**src/rtl/wdtru_pkg.sv**
```systemverilog
package wdtru_pkg;

  // ==========================================================
  // Clocking and oscillator
  // ==========================================================
  localparam int unsigned CLK_HZ       = 40_000_000;
  localparam int unsigned OSC_HZ       = 128_000;
  // Integer divide: the derived oscillator runs slightly fast
  localparam int unsigned TICK_DIV_CYC = CLK_HZ / OSC_HZ;

  // ==========================================================
  // Time-out selection
  // ==========================================================
  localparam int unsigned TMO_MIN_MS   = 16;
  localparam int unsigned TMO_MAX_S    = 8;
  localparam int unsigned SEL_W        = 4;
  localparam int unsigned CNT_W        = 20;
  localparam int unsigned BASE_TICKS   = 2048;
  localparam logic [SEL_W-1:0] SEL_MAX = 4'h9;
  localparam logic [SEL_W-1:0] SEL_RST = 4'h0;

  // ==========================================================
  // Change window and reset pulse
  // ==========================================================
  localparam int unsigned CHG_WINDOW_CYC = 4;
  localparam logic [2:0]  CHG_LOAD       = 3'h4;
  localparam int unsigned RST_PULSE_CYC  = 1;

  // ==========================================================
  // Control word and modes
  // ==========================================================
  typedef struct packed {
    logic             irqFlag;
    logic             irqEn;
    logic             changeEn;
    logic             resetEn;
    logic [SEL_W-1:0] tmoSel;
  } wdtru_ctl_s;

  typedef enum logic [1:0] {
    MODE_STOPPED,
    MODE_IRQ,
    MODE_RESET,
    MODE_IRQ_RESET
  } wdtru_mode_e;

endpackage

```
**src/rtl/wdtru_tmo_counter.sv**
```systemverilog
`timescale 1ns/10ps
module wdtru_tmo_counter #(
  parameter int unsigned TICK_DIV = wdtru_pkg::TICK_DIV_CYC
) (
  // Clock and reset
  input  wire logic                       mclk,
  input  wire logic                       reset_n,
  // Control
  input  wire logic                       run,
  input  wire logic                       restart,
  input  wire logic [wdtru_pkg::SEL_W-1:0] tmoSel,
  // Status
  output logic                            expire,
  output logic [wdtru_pkg::CNT_W-1:0]     tickCnt
);

  // The divider is 16 bits wide and needs at least two phases
  if (TICK_DIV < 2 || TICK_DIV > 65535) begin : g_bad_div
    $error("TICK_DIV out of range");
  end

  // ==========================================================
  // Oscillator tick enable
  // ==========================================================
  logic [15:0] divCnt_q;
  logic        tick;
  logic [wdtru_pkg::SEL_W-1:0] effSel;
  logic [wdtru_pkg::CNT_W:0]   limit;

  assign tick = (divCnt_q == 16'(TICK_DIV - 1));

  always_ff @(posedge mclk) begin
    if (!reset_n || tick) begin
      divCnt_q <= 16'h0000;
    end else begin
      divCnt_q <= divCnt_q + 16'h0001;
    end
  end

  // ==========================================================
  // Time-out count
  // ==========================================================
  // Reserved codes fall back to the longest period
  assign effSel = (tmoSel > wdtru_pkg::SEL_MAX) ? wdtru_pkg::SEL_MAX
                                                 : tmoSel;
  assign limit  = (wdtru_pkg::CNT_W+1)'(wdtru_pkg::BASE_TICKS) << effSel;

  always_ff @(posedge mclk) begin
    if (!reset_n || restart || !run) begin
      tickCnt <= '0;
    end else if (tick && !expire) begin
      tickCnt <= tickCnt + 1'b1;
    end
  end

  // Greater-or-equal so a shortened period times out at once
  always_ff @(posedge mclk) begin
    if (!reset_n || restart || !run) begin
      expire <= 1'b0;
    end else begin
      expire <= tick && !expire &&
                ({1'b0, tickCnt} + 21'h000001 >= limit);
    end
  end
endmodule

```
**src/rtl/wdtru_watchdog.sv**
```systemverilog
`timescale 1ns/10ps
module wdtru_watchdog #(
  parameter int unsigned TICK_DIV = wdtru_pkg::TICK_DIV_CYC
) (
  // Clock and reset
  input  wire logic                  mclk,
  input  wire logic                  reset_n,
  // Fuse pin, low when programmed
  input  wire logic                  alwaysOnFuseN,
  // Core requests
  input  wire logic                  ctlWrEn,
  input  wire wdtru_pkg::wdtru_ctl_s ctlWrData,
  input  wire logic                  restartReq,
  input  wire logic                  irqAck,
  input  wire logic                  causeClr,
  // Status to core
  output wdtru_pkg::wdtru_ctl_s      ctlRd,
  output logic                       causeFlag_q,
  output logic                       irqReq_q,
  output logic                       sysReset_q
);

  // ==========================================================
  // State
  // ==========================================================
  logic                        fuseS1_q;
  logic                        fuseS2_q;
  logic                        fuseS3_q;
  logic                        fuseOn_q;
  logic [2:0]                  chgCnt_q;
  logic                        resetEn_q;
  logic                        irqEn_q;
  logic                        irqFlag_q;
  logic [wdtru_pkg::SEL_W-1:0] tmoSel_q;
  wdtru_pkg::wdtru_mode_e      mode;
  logic                        winOpen_q;
  logic                        winOpen;
  logic                        stepOne;
  logic                        stepTwo;
  logic                        expire;
  logic                        rstFire;
  logic                        irqExpire;
  logic                        cntRestart;
  logic [wdtru_pkg::CNT_W-1:0] tickCnt;

  // ==========================================================
  // Fuse pin synchroniser
  // ==========================================================
  always_ff @(posedge mclk) begin
    if (!reset_n) begin
      fuseS1_q <= 1'b1;
      fuseS2_q <= 1'b1;
      fuseS3_q <= 1'b1;
    end else begin
      fuseS1_q <= alwaysOnFuseN;
      fuseS2_q <= fuseS1_q;
      fuseS3_q <= fuseS2_q;
    end
  end

  // A change is accepted only once two stages agree
  always_ff @(posedge mclk) begin
    if (!reset_n) begin
      fuseOn_q <= 1'b0;
    end else if (fuseS2_q == fuseS3_q) begin
      fuseOn_q <= !fuseS3_q;
    end
  end

  // ==========================================================
  // Mode decode
  // ==========================================================
  always_comb begin
    case ({fuseOn_q, resetEn_q, irqEn_q})
      3'b000:  mode = wdtru_pkg::MODE_STOPPED;
      3'b001:  mode = wdtru_pkg::MODE_IRQ;
      3'b010:  mode = wdtru_pkg::MODE_RESET;
      3'b011:  mode = wdtru_pkg::MODE_IRQ_RESET;
      default: mode = wdtru_pkg::MODE_RESET;
    endcase
  end

  // ==========================================================
  // Timed change sequence
  // ==========================================================
  assign winOpen = winOpen_q;
  assign stepOne = ctlWrEn && ctlWrData.changeEn &&
                   ctlWrData.resetEn;
  assign stepTwo = ctlWrEn && !ctlWrData.changeEn && winOpen;

  always_ff @(posedge mclk) begin
    if (!reset_n || rstFire) begin
      chgCnt_q <= 3'h0;
    end else if (stepOne) begin
      chgCnt_q <= wdtru_pkg::CHG_LOAD;
    end else if (stepTwo) begin
      chgCnt_q <= 3'h0;
    end else if (winOpen) begin
      chgCnt_q <= chgCnt_q - 3'h1;
    end
  end

  // Registered so the readback bit comes straight from a flop
  always_ff @(posedge mclk) begin
    if (!reset_n || rstFire) begin
      winOpen_q <= 1'b0;
    end else if (stepOne) begin
      winOpen_q <= 1'b1;
    end else if (stepTwo) begin
      winOpen_q <= 1'b0;
    end else if (winOpen_q) begin
      winOpen_q <= (chgCnt_q != 3'h1);
    end
  end

  // ==========================================================
  // Expiry decode
  // ==========================================================
  // Single clock: oscillator tick is an enable, so the restart and
  // configuration reach the counter and expiry returns in one cycle
  // Every expiry restarts the count, so a combined-mode reset only
  // follows a full second period after the interrupt
  assign cntRestart = restartReq || expire;
  assign rstFire    = expire &&
                      (mode == wdtru_pkg::MODE_RESET ||
                       (mode == wdtru_pkg::MODE_IRQ_RESET &&
                        irqFlag_q));
  assign irqExpire  = expire &&
                      (mode == wdtru_pkg::MODE_IRQ ||
                       (mode == wdtru_pkg::MODE_IRQ_RESET &&
                        !irqFlag_q));

  wdtru_tmo_counter #(
    .TICK_DIV (TICK_DIV)
  ) u_counter (
    .mclk     (mclk),
    .reset_n  (reset_n),
    .run      (mode != wdtru_pkg::MODE_STOPPED),
    .restart  (cntRestart),
    .tmoSel   (tmoSel_q),
    .expire   (expire),
    .tickCnt  (tickCnt)
  );

  // ==========================================================
  // Reset enable
  // ==========================================================
  // Cause flag keeps the watchdog alive across its own reset
  always_ff @(posedge mclk) begin
    if (!reset_n) begin
      resetEn_q <= 1'b0;
    end else if (fuseOn_q || causeFlag_q || rstFire) begin
      resetEn_q <= 1'b1;
    end else if (stepTwo) begin
      resetEn_q <= ctlWrData.resetEn;
    end else if (ctlWrEn && ctlWrData.resetEn) begin
      resetEn_q <= 1'b1;
    end
  end

  // ==========================================================
  // Time-out selection
  // ==========================================================
  always_ff @(posedge mclk) begin
    if (!reset_n || rstFire) begin
      tmoSel_q <= wdtru_pkg::SEL_RST;
    end else if (stepTwo) begin
      tmoSel_q <= ctlWrData.tmoSel;
    end
  end

  // ==========================================================
  // Interrupt enable and flag
  // ==========================================================
  // In combined mode, vector acknowledge wins over a same-cycle enable write
  always_ff @(posedge mclk) begin
    if (!reset_n || rstFire || fuseOn_q) begin
      irqEn_q <= 1'b0;
    end else if (irqAck && mode == wdtru_pkg::MODE_IRQ_RESET) begin
      irqEn_q <= 1'b0;
    end else if (ctlWrEn) begin
      irqEn_q <= ctlWrData.irqEn;
    end
  end

  // Set wins over acknowledge and write-one clear
  always_ff @(posedge mclk) begin
    if (!reset_n || rstFire) begin
      irqFlag_q <= 1'b0;
    end else if (irqExpire) begin
      irqFlag_q <= 1'b1;
    end else if (irqAck || (ctlWrEn && ctlWrData.irqFlag)) begin
      irqFlag_q <= 1'b0;
    end
  end

  // Level request, not gated by sleep so it can wake the core
  always_ff @(posedge mclk) begin
    if (!reset_n) begin
      irqReq_q <= 1'b0;
    end else begin
      irqReq_q <= irqFlag_q && irqEn_q && !rstFire;
    end
  end

  // ==========================================================
  // Reset pulse and cause flag
  // ==========================================================
  always_ff @(posedge mclk) begin
    if (!reset_n) begin
      sysReset_q <= 1'b0;
    end else begin
      sysReset_q <= rstFire && !sysReset_q;
    end
  end

  always_ff @(posedge mclk) begin
    if (!reset_n) begin
      causeFlag_q <= 1'b0;
    end else if (rstFire) begin
      causeFlag_q <= 1'b1;
    end else if (causeClr) begin
      causeFlag_q <= 1'b0;
    end
  end

  assign ctlRd = '{irqFlag:  irqFlag_q,
                   irqEn:    irqEn_q,
                   changeEn: winOpen_q,
                   resetEn:  resetEn_q,
                   tmoSel:   tmoSel_q};
endmodule

```
**config.mk**
```make
export PLATFORM = sky130hd
export DESIGN_NAME = wdtru_watchdog
export DESIGN_NICKNAME = d
export VERILOG_FILES = /design/src/rtl/wdtru_pkg.sv /design/src/rtl/wdtru_tmo_counter.sv /design/src/rtl/wdtru_watchdog.sv
export SDC_FILE = /design/constraint.sdc
export NUM_CORES = 1
export LEC_CHECK = 0
export ABC_CLOCK_PERIOD_IN_PS = 3200
export BUFFER_PORTS_ARGS = -buffer_cell sky130_fd_sc_hd__buf_2
export CORE_MARGIN = 4
export CORE_UTILIZATION = 59
export CTS_CLUSTER_DIAMETER = 80
export DETAILED_ROUTE_END_ITERATION = 10
export PLACE_DENSITY = 0.91
export RECOVER_POWER = 100
export SETUP_SLACK_MARGIN = 0.05
export SLEW_MARGIN = 30
export SYNTH_ARGS = -nofsm -noshare
export SYNTH_HDL_FRONTEND = slang
export SYNTH_SLANG_ARGS = --single-unit
```
**constraint.sdc**
```tcl
create_clock -name mclk -period 3.2 [get_ports mclk]
set_input_delay 0.48 -clock mclk [delete_from_list [all_inputs] [get_ports mclk]]
set_output_delay 0.48 -clock mclk [all_outputs]
set_load 0.005 [all_outputs]
```
==> flow_metrics.tcl, run 1 <==
set metrics [dict create \
    hold_violations 0 \
    fp.coreArea_sq_um 4720 \
    path_cells "ha_1 -> nand4_1 -> or4_1 -> nor2_1 -> xor2_1 -> ha_1 -> a21o_1 -> a21o_1 -> a21oi_1 -> a211oi_1" \
    finalSetupTns_ps 0 \
    finalWeightedCongestion 0.851 \
    cp.arrival_ps 3030 \
    place_area_sq_um 3020 \
    drtIter0Drc 215 \
    drv_cap 0 \
    synth_cell_types 38 \
    slew_violations 0 \
    grt.total_usage 0.193 \
    clk_pin_slew_worst_paths_ps 100 \
    start_kind "flop" \
    worst_pin_slew_ps 605 \
    syn-instance-count 341 \
    clock-root-buffer "clkbuf_8" \
    cpMaxStageDelayCell "or4_1" \
    p_leak_nw 1.20 \
    fin_crit_sh 0.887 \
    synth.top_cell.area_share 0.384 \
    fp-row-count 25 \
    drive_above_1_share 0.0859 \
    synth_area_leaders "dfxtp_1, ha_1, xor2_1" \
    vias 2455 \
    avgSynthCellArea_sq_um 8.40 \
    yosysMostFrequentCell "dfxtp_1" \
    yosys_warnings 0 \
    die_h_um 77.7 \
    synthArstFlopShare 0 \
    synth-edff-count 0 \
    htreeDepth 2 \
    power_density_nw_per_um2 374 \
    clockBufferDepth 2 \
    die_x_um 77.7 \
    cts.sinks 55 \
    p_total_w 0.00116 \
    ctsHoldBuffers 0 \
    synth_ff_type "dfxtp_1" \
    setup_ws_ps 363 \
    ioPinCount 26 \
    area_growth_pct 7.90 \
    status "complete, no violations" \
    ys_ff_latch 55 \
    grt_pass1_wl_um 9720 \
    dr.pass1.iters 5 \
    post-place-cells 420 \
    n_antenna_cell 0 \
    crit_fanout 5 \
    grt_pass1_vias 2357 \
    final_cells 428 \
    finalSetupViolations 0 \
    grt_start_max_net_pins 19 \
    synth_top_area_cell "dfxtp_1" \
    criticalPathCategory "reg2reg" \
    cts_made_buffers 5 \
    wl_um 5500 \
    max_stage_delay_ps 660 \
    cts_tree "yes" \
    rsz0062_at_grt "false" \
    fmaxAchievable_ghz 0.352 \
    die_area_sq_um 6030 \
    hp-class "in2reg" \
    drc 0 \
    syn_area_sq_um 2870 \
    avgRoutedWirePerCell_um 12.8 \
    start_util 0.607 \
    port_buffers 25 \
    synthTopCellsByCount "dfxtp_1, nor2_1, nand2_1" \
    postCtsSetupBuffers 0 \
    ys_seq_area_frac 0.384 \
    crit_path_end_kind "flop" \
    via_per_inst 5.74 \
    antenna_found_initial 0 \
    dpl.hpwl_um 4000 \
    maxSlewHeadroom 0.595 \
    overflow 0 \
    critPathRequiredTime_ps 3390 \
    clk_latency_ps 310 \
    final_area_sq_um 3090 \
    preCtsSetupSlack_ps 384 \
    ant_nets 0 \
    synth_fp_nets 371 \
    period_needed_ps 2840 \
    ir_worst_vdd_v 0.000244 \
    cts_resized 0 \
    layout.nets 390 \
    finClkSkew_ps 12.4 \
]
==> cell families after synthesis <==
logic type	share of synthesized area
AOI/OAI and AO/OA	0.0991
muxes	0.0424
buffers and inverters	0.0432
adders and majority gates	0.0655
xor gates and xnor gates	0.0764
and+or+nand+nor	0.289
DFF	0.384
==> per-stage QoR <==
stage | hold WS (ps) | util
floorplan | 386 | -
global placement | 389 | 0.640
detailed placement | 405 | 0.640
CTS | 335 | 0.659
global route | 345 | 0.655
finish | 344 | 0.655
==> final timing paths <==
kind                        start               end  slack [ps]  cells after the start
min reg2reg            sysReset_q        sysReset_q         430                      1
max reg2reg  u_counter.tickCnt[0]  u_counter.expire         360                     10
max          u_counter.tickCnt[0]  u_counter.expire         360                     10
min                 alwaysOnFuseN          fuseS1_q         340                      2
==> routing by layer <==
metal	GRT usage	vias to the layer above	wire length [um]	part of all wire
met1	0.227	1160	2490	0.45
met2	0.344	50	2750	0.50
met3	0.0418	5	207	0.038
li1	-	1240	-	-
met4	0.0623	0	55	0.010
met5	0	-	0	0
==> power by group <==
part | leakage, nW | switching, W | internal, W | total, W
clock network | 0.0454 | 0.000229 | 0.000158 | 0.000387
registers | 0.445 | 0.0000111 | 0.000695 | 0.000706
logic | 0.713 | 0.0000347 | 0.0000282 | 0.0000630
total | 1.20 | 0.000275 | 0.000881 | 0.00116
==> area by class of cell <==
type	count	area, sq um
Clock inverter	2	17.5
Tap cell	67	83.8
Multi-Input combinational cell	258	1640
Clock buffer	6	72.6
Inverter	11	41.3
Timing Repair Buffer	29	135
Fill cell	394	1630
Sequential cell	55	1100
==> cell usage in the layout, fill, tap and decap left out, types with 2 or more instances in the layout <==
cell,n
a211oi_1,4
a21o_1,2
a21oi_1,24
and3_1,8
and4_1,4
buf_2,18
clkbuf_1,11
clkbuf_8,5
clkinv_4,2
dfxtp_1,55
ha_1,15
inv_1,11
mux2i_1,11
nand2_1,28
nand2b_1,8
nand3_1,17
nand4_1,9
nor2_1,35
nor2b_1,3
nor3_1,11
nor4_1,4
nor4b_1,2
o21ai_0,11
o31ai_1,4
or3_1,16
or3b_2,2
or4_1,6
xnor2_1,8
xor2_1,17
==> registers in the layout (all words and copies together) (netlist names) <==
signal,count
winOpen,1
causeFlag_q,1
u_counter.tickCnt,20
chgCnt_q,3
fuseOn_q,1
tmoSel_q,4
u_counter.expire,1
fuseS3_q,1
irqFlag_q,1
sysReset_q,1
u_counter.divCnt_q,16
irqEn_q,1
irqReq_q,1
fuseS1_q,1
fuseS2_q,1
resetEn_q,1
==> worst max-delay path: cells and delay by family, from the launching register on <==
family / cells / cell delay, ps
AO/OA/AOI/OAI: 4 / 560
XOR/XNOR: 1 / 170
adder cells (fa/ha/maj): 2 / 500
flip-flops: 1 / 400
AND/OR/NAND/NOR: 3 / 1090
Power figures use the tool's default switching activity.
==> inputs of run 2 (changes only) <==
Settings changed: ABC_AREA from default to 1, CORE_UTILIZATION 59 to 60, PLACE_DENSITY 0.91 to 0.92.
==> run 2 against run 1 <==
Critical path depth unchanged. Wire length grew 28%. Register-to-register slack better by 330 ps. Fmax is 13% higher. Critical endpoint is now u_counter.tickCnt[18]. Largest cell class unchanged. Largest power group unchanged.
==> flow_metrics.tcl, run 2 <==
set metrics [dict create \
    reg_top3 "u_counter.tickCnt (20), u_counter.divCnt_q (16), tmoSel_q (4)" \
    rsz0062_at_grt "false" \
    fin_crit_sh 0.782 \
    synth-edff-count 0 \
    synthTopCellsByCount "nand2_1, nor2_1, inv_1" \
    regMostFlops "u_counter.tickCnt" \
    cp.arrival_ps 2740 \
    status "complete, no violations" \
    synth_fp_nets 498 \
    mostFrequentLayoutCell "nand2_1" \
    synth_cell_types 37 \
    overflow 0 \
    clockPowerShare 0.396 \
    syn_area_sq_um 3170 \
    vias 3018 \
    whs_ps 331 \
    fp-row-count 26 \
    clk_pin_slew_worst_paths_ps 110 \
    largest_register_ffs 20 \
    cts.sinks 55 \
    port_buffers 25 \
    combPwrFrac 0.048 \
    p_int_w 0.000959 \
    cts_made_buffers 5 \
    hold_violations 0 \
    p_leak_nw 1.44 \
    drtIter0Drc 131 \
    drc 0 \
    area_growth_pct 6.83 \
    synth_ff_type "dfxtp_1" \
    hp-class "in2reg" \
    crit_fanout 25 \
    grt.total_usage 0.233 \
    criticalPathCategory "reg2reg" \
    avgRoutedWirePerCell_um 12.5 \
    postCtsSetupBuffers 0 \
    p_sw_frac 0.241 \
    die_area_sq_um 6510 \
    antenna_found_initial 0 \
    finalWeightedCongestion 0.902 \
    p_switching_w 0.000304 \
    drive_above_1_share 0.0833 \
    syn-instance-count 468 \
    clock-root-buffer "clkbuf_8" \
    cts_tree "yes" \
    ys_seq_area_frac 0.348 \
    finClkSkew_ps 6.64 \
    grt_pass1_vias 2843 \
    ioPinCount 26 \
    synth_area_leaders "dfxtp_1, nand2_1, nor2_1" \
    clk_latency_ps 330 \
    layout.nets 521 \
    avgSynthCellArea_sq_um 6.77 \
    drv_cap 0 \
    htreeDepth 2 \
    power_density_nw_per_um2 373 \
    yosys_warnings 0 \
    worst_pin_slew_ps 955 \
    period_needed_ps 2500 \
    start_kind "flop" \
    die_x_um 80.7 \
    clockBufferDepth 2 \
    p_seq_frac 0.556 \
    ys_ff_latch 55 \
    ctsHoldBuffers 0 \
    crit_path_end_kind "flop" \
    via_per_inst 5.37 \
    slew_violations 0 \
    wl_um 7050 \
    final_cell_mix "nand2_1, nor2_1, inv_1" \
    synth_top_area_cell "dfxtp_1" \
    dpl.hpwl_um 5190 \
    cts_resized 0 \
    ant_nets 0 \
    maxSlewHeadroom 0.362 \
    yosysMostFrequentCell "nand2_1" \
    fp.coreArea_sq_um 5110 \
    critPathRequiredTime_ps 3440 \
    dr.pass1.iters 4 \
    grt_start_max_net_pins 26 \
    synth.top_cell.area_share 0.348 \
    start_util 0.620 \
    grt_pass1_wl_um 12000 \
    fmaxAchievable_ghz 0.400 \
    finalSetupViolations 0 \
    die_h_um 80.7 \
    ir_worst_vdd_v 0.000295 \
    n_antenna_cell 0 \
    synthArstFlopShare 0 \
    finalSetupTns_ps 0 \
    fillers 441 \
]
[run 2: changes by cell type in the layout (fill, tap and decap cells not counted), sizes merged, moves of 6 or more]
cell / before / now
or3: 16 / 0
o21ai: 11 / 20
nand3: 17 / 28
nor2: 35 / 76
and3: 8 / 1
mux2i: 11 / 0
nand2: 28 / 114
or4: 6 / 0
a21oi: 24 / 36
nand2b: 8 / 0
inv: 11 / 64
[run 2: routing by layer]
layer	up-vias	GRT usage	part of all wire
met1	1387	0.263	0.43
met2	68	0.420	0.50
met4	0	0.0895	0.030
met3	20	0.0527	0.038
met5	-	0	0
li1	1543	-	-
[run 2: critical path, stage by stage, from the launching register on]
cell	delay [ps]
dfxtp_1	370
ha_1	180
nand2_1	60
inv_1	100
nand3_1	80
nor2_1	180
nand3_1	690
clkinv_2	480
nand3_1	130
nand2_1	90
inv_1	40
[run 2: logic make-up (layout without fill, tap and decap cells)]
family | Yosys count | count (layout) | share of synthesized area
buffers and inverters | 73 | 97 | 0.0972
AO/OA/AOI/OAI | 63 | 63 | 0.112
AND/OR/NAND/NOR | 247 | 247 | 0.343
flip-flops | 55 | 55 | 0.348
adder cells (fa/ha/maj) | 15 | 15 | 0.0592
XOR/XNOR | 15 | 15 | 0.0415
[run 2: per-stage QoR]
| stage | total power, W | util | setup WS [ps] | std cells | cell area (sq um) |
|---|---|---|---|---|---|
| finish | 0.00126 | 0.663 | 697 | 562 | 3380 |
| floorplan | 0.000757 | - | 1210 | 468 | 3170 |
| global placement | 0.000774 | 0.649 | 1050 | 554 | 3320 |
| global route | 0.00131 | 0.663 | 371 | 562 | 3380 |
| CTS | 0.00126 | 0.672 | 847 | 562 | 3430 |
| detailed placement | 0.000778 | 0.649 | 890 | 554 | 3320 |
[run 2: final timing paths]
check	slack, ps	endpoint	depth (start not counted)	from
min	330	fuseS1_q	2	alwaysOnFuseN
max	700	u_counter.tickCnt[18]	10	u_counter.divCnt_q[0]
min reg2reg	430	fuseS2_q	1	fuseS1_q
max reg2reg	700	u_counter.tickCnt[18]	10	u_counter.divCnt_q[0]
[run 2: layout make-up]
cell class | instances | area (sq um) | area share
clock buffer | 5 | 68.8 | 0.0203
clock inverter | 3 | 50.0 | 0.0148
inverter | 64 | 243 | 0.0717
multi-input combinational | 340 | 1720 | 0.508
sequential | 55 | 1100 | 0.325
tap | 70 | 87.6 | 0.0259
timing repair buffer | 25 | 114 | 0.0336
[run 2: power by group through the flow]
| stage | clock network (W) | logic [W] | registers [W] |
|---|---|---|---|
| floorplan | 0 | 0.0000414 | 0.000716 |
| global placement | 0 | 0.0000573 | 0.000717 |
| detailed placement | 0 | 0.0000607 | 0.000718 |
| CTS | 0.000501 | 0.0000614 | 0.000702 |
| global route | 0.000533 | 0.0000699 | 0.000704 |
| finish | 0.000501 | 0.0000604 | 0.000702 |
==> inputs of run 3 (changes only) <==
Settings changed: ABC_AREA 1 to 0, ABC_CLOCK_PERIOD_IN_PS 3200 to 2200, CORE_UTILIZATION 60 to 53, PLACE_DENSITY 0.92 to 0.87.
Clock period 3.2 ns to 2.2 ns, I/O delays scaled along.
==> run 3 against run 2 <==
Clock skew rose by 0.79 ps. Critical path type unchanged. Non-clock buffer count is 27 higher. Setup slack worse by 880 ps. Global-route usage decreased by 3.1 points. Via count shrank 15%. The flow now finishes with violations (setup timing). Wire length is 11% lower.
==> flow_metrics.tcl, run 3 (same netlist as run 1, synthesis figures left out) <==
set metrics [dict create \
    place_area_sq_um 3230 \
    period_needed_ps 2390 \
    criticalPathCategory "reg2reg" \
    clockBufferDepth 2 \
    ant_nets 0 \
    fin_crit_sh 1.09 \
    fp-row-count 26 \
    setup_ws_ps -187 \
    final_cell_mix "dfxtp_1, nor2_1, nand2_1" \
    clock-root-buffer "clkbuf_8" \
    worst_pin_slew_ps 1120 \
    maxSlewHeadroom 0.244 \
    regMostFlops "u_counter.tickCnt" \
    drc 0 \
    critPathRequiredTime_ps 2430 \
    hp-class "in2reg" \
    final_area_sq_um 3360 \
    fp.coreArea_sq_um 5170 \
    cts_made_buffers 5 \
    die_area_sq_um 6650 \
    start_util 0.554 \
    ir_worst_vdd_v 0.000529 \
    n_antenna_cell 0 \
    antenna_found_initial 0 \
    crit_path_end_kind "flop" \
    start_kind "flop" \
    clk_latency_ps 310 \
    vias 2574 \
    p_int_w 0.00128 \
    reg_top3 "u_counter.tickCnt (20), u_counter.divCnt_q (16), tmoSel_q (4)" \
    violations "setup timing" \
    largest_register_ffs 20 \
    slew_violations 0 \
    finalSetupTns_ps -187 \
    finClkSkew_ps 7.43 \
    cts_tree "yes" \
    ioPinCount 26 \
    cts.sinks 55 \
    mostFrequentLayoutCell "dfxtp_1" \
    post-place-cells 445 \
    finalWeightedCongestion 0.831 \
    rsz0062_at_grt "true" \
    crit_fanout 3 \
    ctsHoldBuffers 0 \
    combPwrFrac 0.054 \
    grt_pass1_wl_um 10700 \
    clockPowerShare 0.343 \
    layout.nets 413 \
    drtIter0Drc 157 \
    p_switching_w 0.000420 \
    die_x_um 81.5 \
    fmaxAchievable_ghz 0.419 \
    cp.arrival_ps 2610 \
    die_h_um 81.5 \
    p_sw_frac 0.247 \
    grt_start_max_net_pins 34 \
    dpl.hpwl_um 4470 \
    p_seq_frac 0.603 \
    drive_above_1_share 0.193 \
    power_density_nw_per_um2 507 \
    drv_cap 0 \
    clk_pin_slew_worst_paths_ps 100 \
    grt_pass1_vias 2394 \
    final_cells 454 \
    overflow 0 \
    dr.pass1.iters 4 \
    avgRoutedWirePerCell_um 13.8 \
    area_growth_pct 17.1 \
    finalSetupViolations 1 \
    grt.total_usage 0.201 \
    via_per_inst 5.67 \
    hold_violations 0 \
    p_leak_nw 1.35 \
    status "finished with violations" \
    wl_um 6250 \
    port_buffers 25 \
    htreeDepth 2 \
]
[run 3: cell types whose count changed in the layout (fill, tap and decap cells not counted), moves of 7 or more]
cell	previous run	this run
buf_4	0	25
dfxtp_1	55	45
nand3_1	26	17
inv_1	61	11
o21ai_0	18	10
nand2b_1	0	8
nor2_1	71	33
and3_1	1	8
mux2i_1	0	11
dfxtp_2	0	9
nand2_1	112	28
a21oi_1	34	23
or3_1	0	14
[run 3: what timing repair did]
item                                    CTS  global route
pin swaps                                 2             2
gates cloned                              0             0
endpoints found under the setup margin    1             1
setup buffers                             0             1
gates resized for setup                   5             5
[run 3: power groups by stage]
stage	Clock [W]	Sequential [W]	Combinational (W)
6_report	0.000583	0.00103	0.0000924
5_1_grt	0.000636	0.00103	0.000106
4_1_cts	0.000601	0.00103	0.0000947
3_5_place_dp	0	0.00105	0.0000941
3_3_place_gp	0	0.00105	0.0000896
2_1_floorplan	0	0.00104	0.0000662
[run 3: cell type report]
type                       instances  area [sq um]
fill                             408          1820
multi-input combinational        258          1690
sequential                        55          1120
timing repair buffer              52           327
tap                               70          87.6
clock buffer                       5          68.8
inverter                          11          41.3
clock inverter                     3          23.8
[run 3: final timing paths]
kind | end | from | slack [ps] | depth (start not counted)
worst max-delay path | u_counter.expire | u_counter.tickCnt[10] | -190 | 10
worst min-delay path | fuseS1_q | alwaysOnFuseN | 200 | 2
worst max register to register | u_counter.expire | u_counter.tickCnt[10] | -190 | 10
worst min register to register | sysReset_q | sysReset_q | 420 | 1
[run 3: worst max-delay path, cell delays in order, from the launching register on]
cell and delay [ps]:
dfxtp_2 340, nand4_1 180, buf_4 190, buf_4 130, or4_1 480, xnor2_1 170
ha_1 300, nand2_1 60, a21oi_1 120, o21ai_1 90, a211oi_1 250
[run 3: routing by layer]
metal	GRT usage	share of wire	vias to the layer above	wire length [um]
li1	-	-	1288	-
met1	0.265	0.47	1231	2940
met2	0.331	0.48	48	3020
met3	0.0439	0.037	7	229
met4	0.0574	0.0099	0	62
met5	0	0	-	0
[run 3: metrics by stage]
stage	hold slack (ps)	utilization	worst slack, ps	power (W)
floorplan	386	-	-70.2	0.00111
CTS	189	0.647	-146	0.00172
finish	201	0.649	-187	0.00170
detailed placement	401	0.625	-229	0.00114
global placement	390	0.625	-65.1	0.00114
global route	203	0.649	-288	0.00177
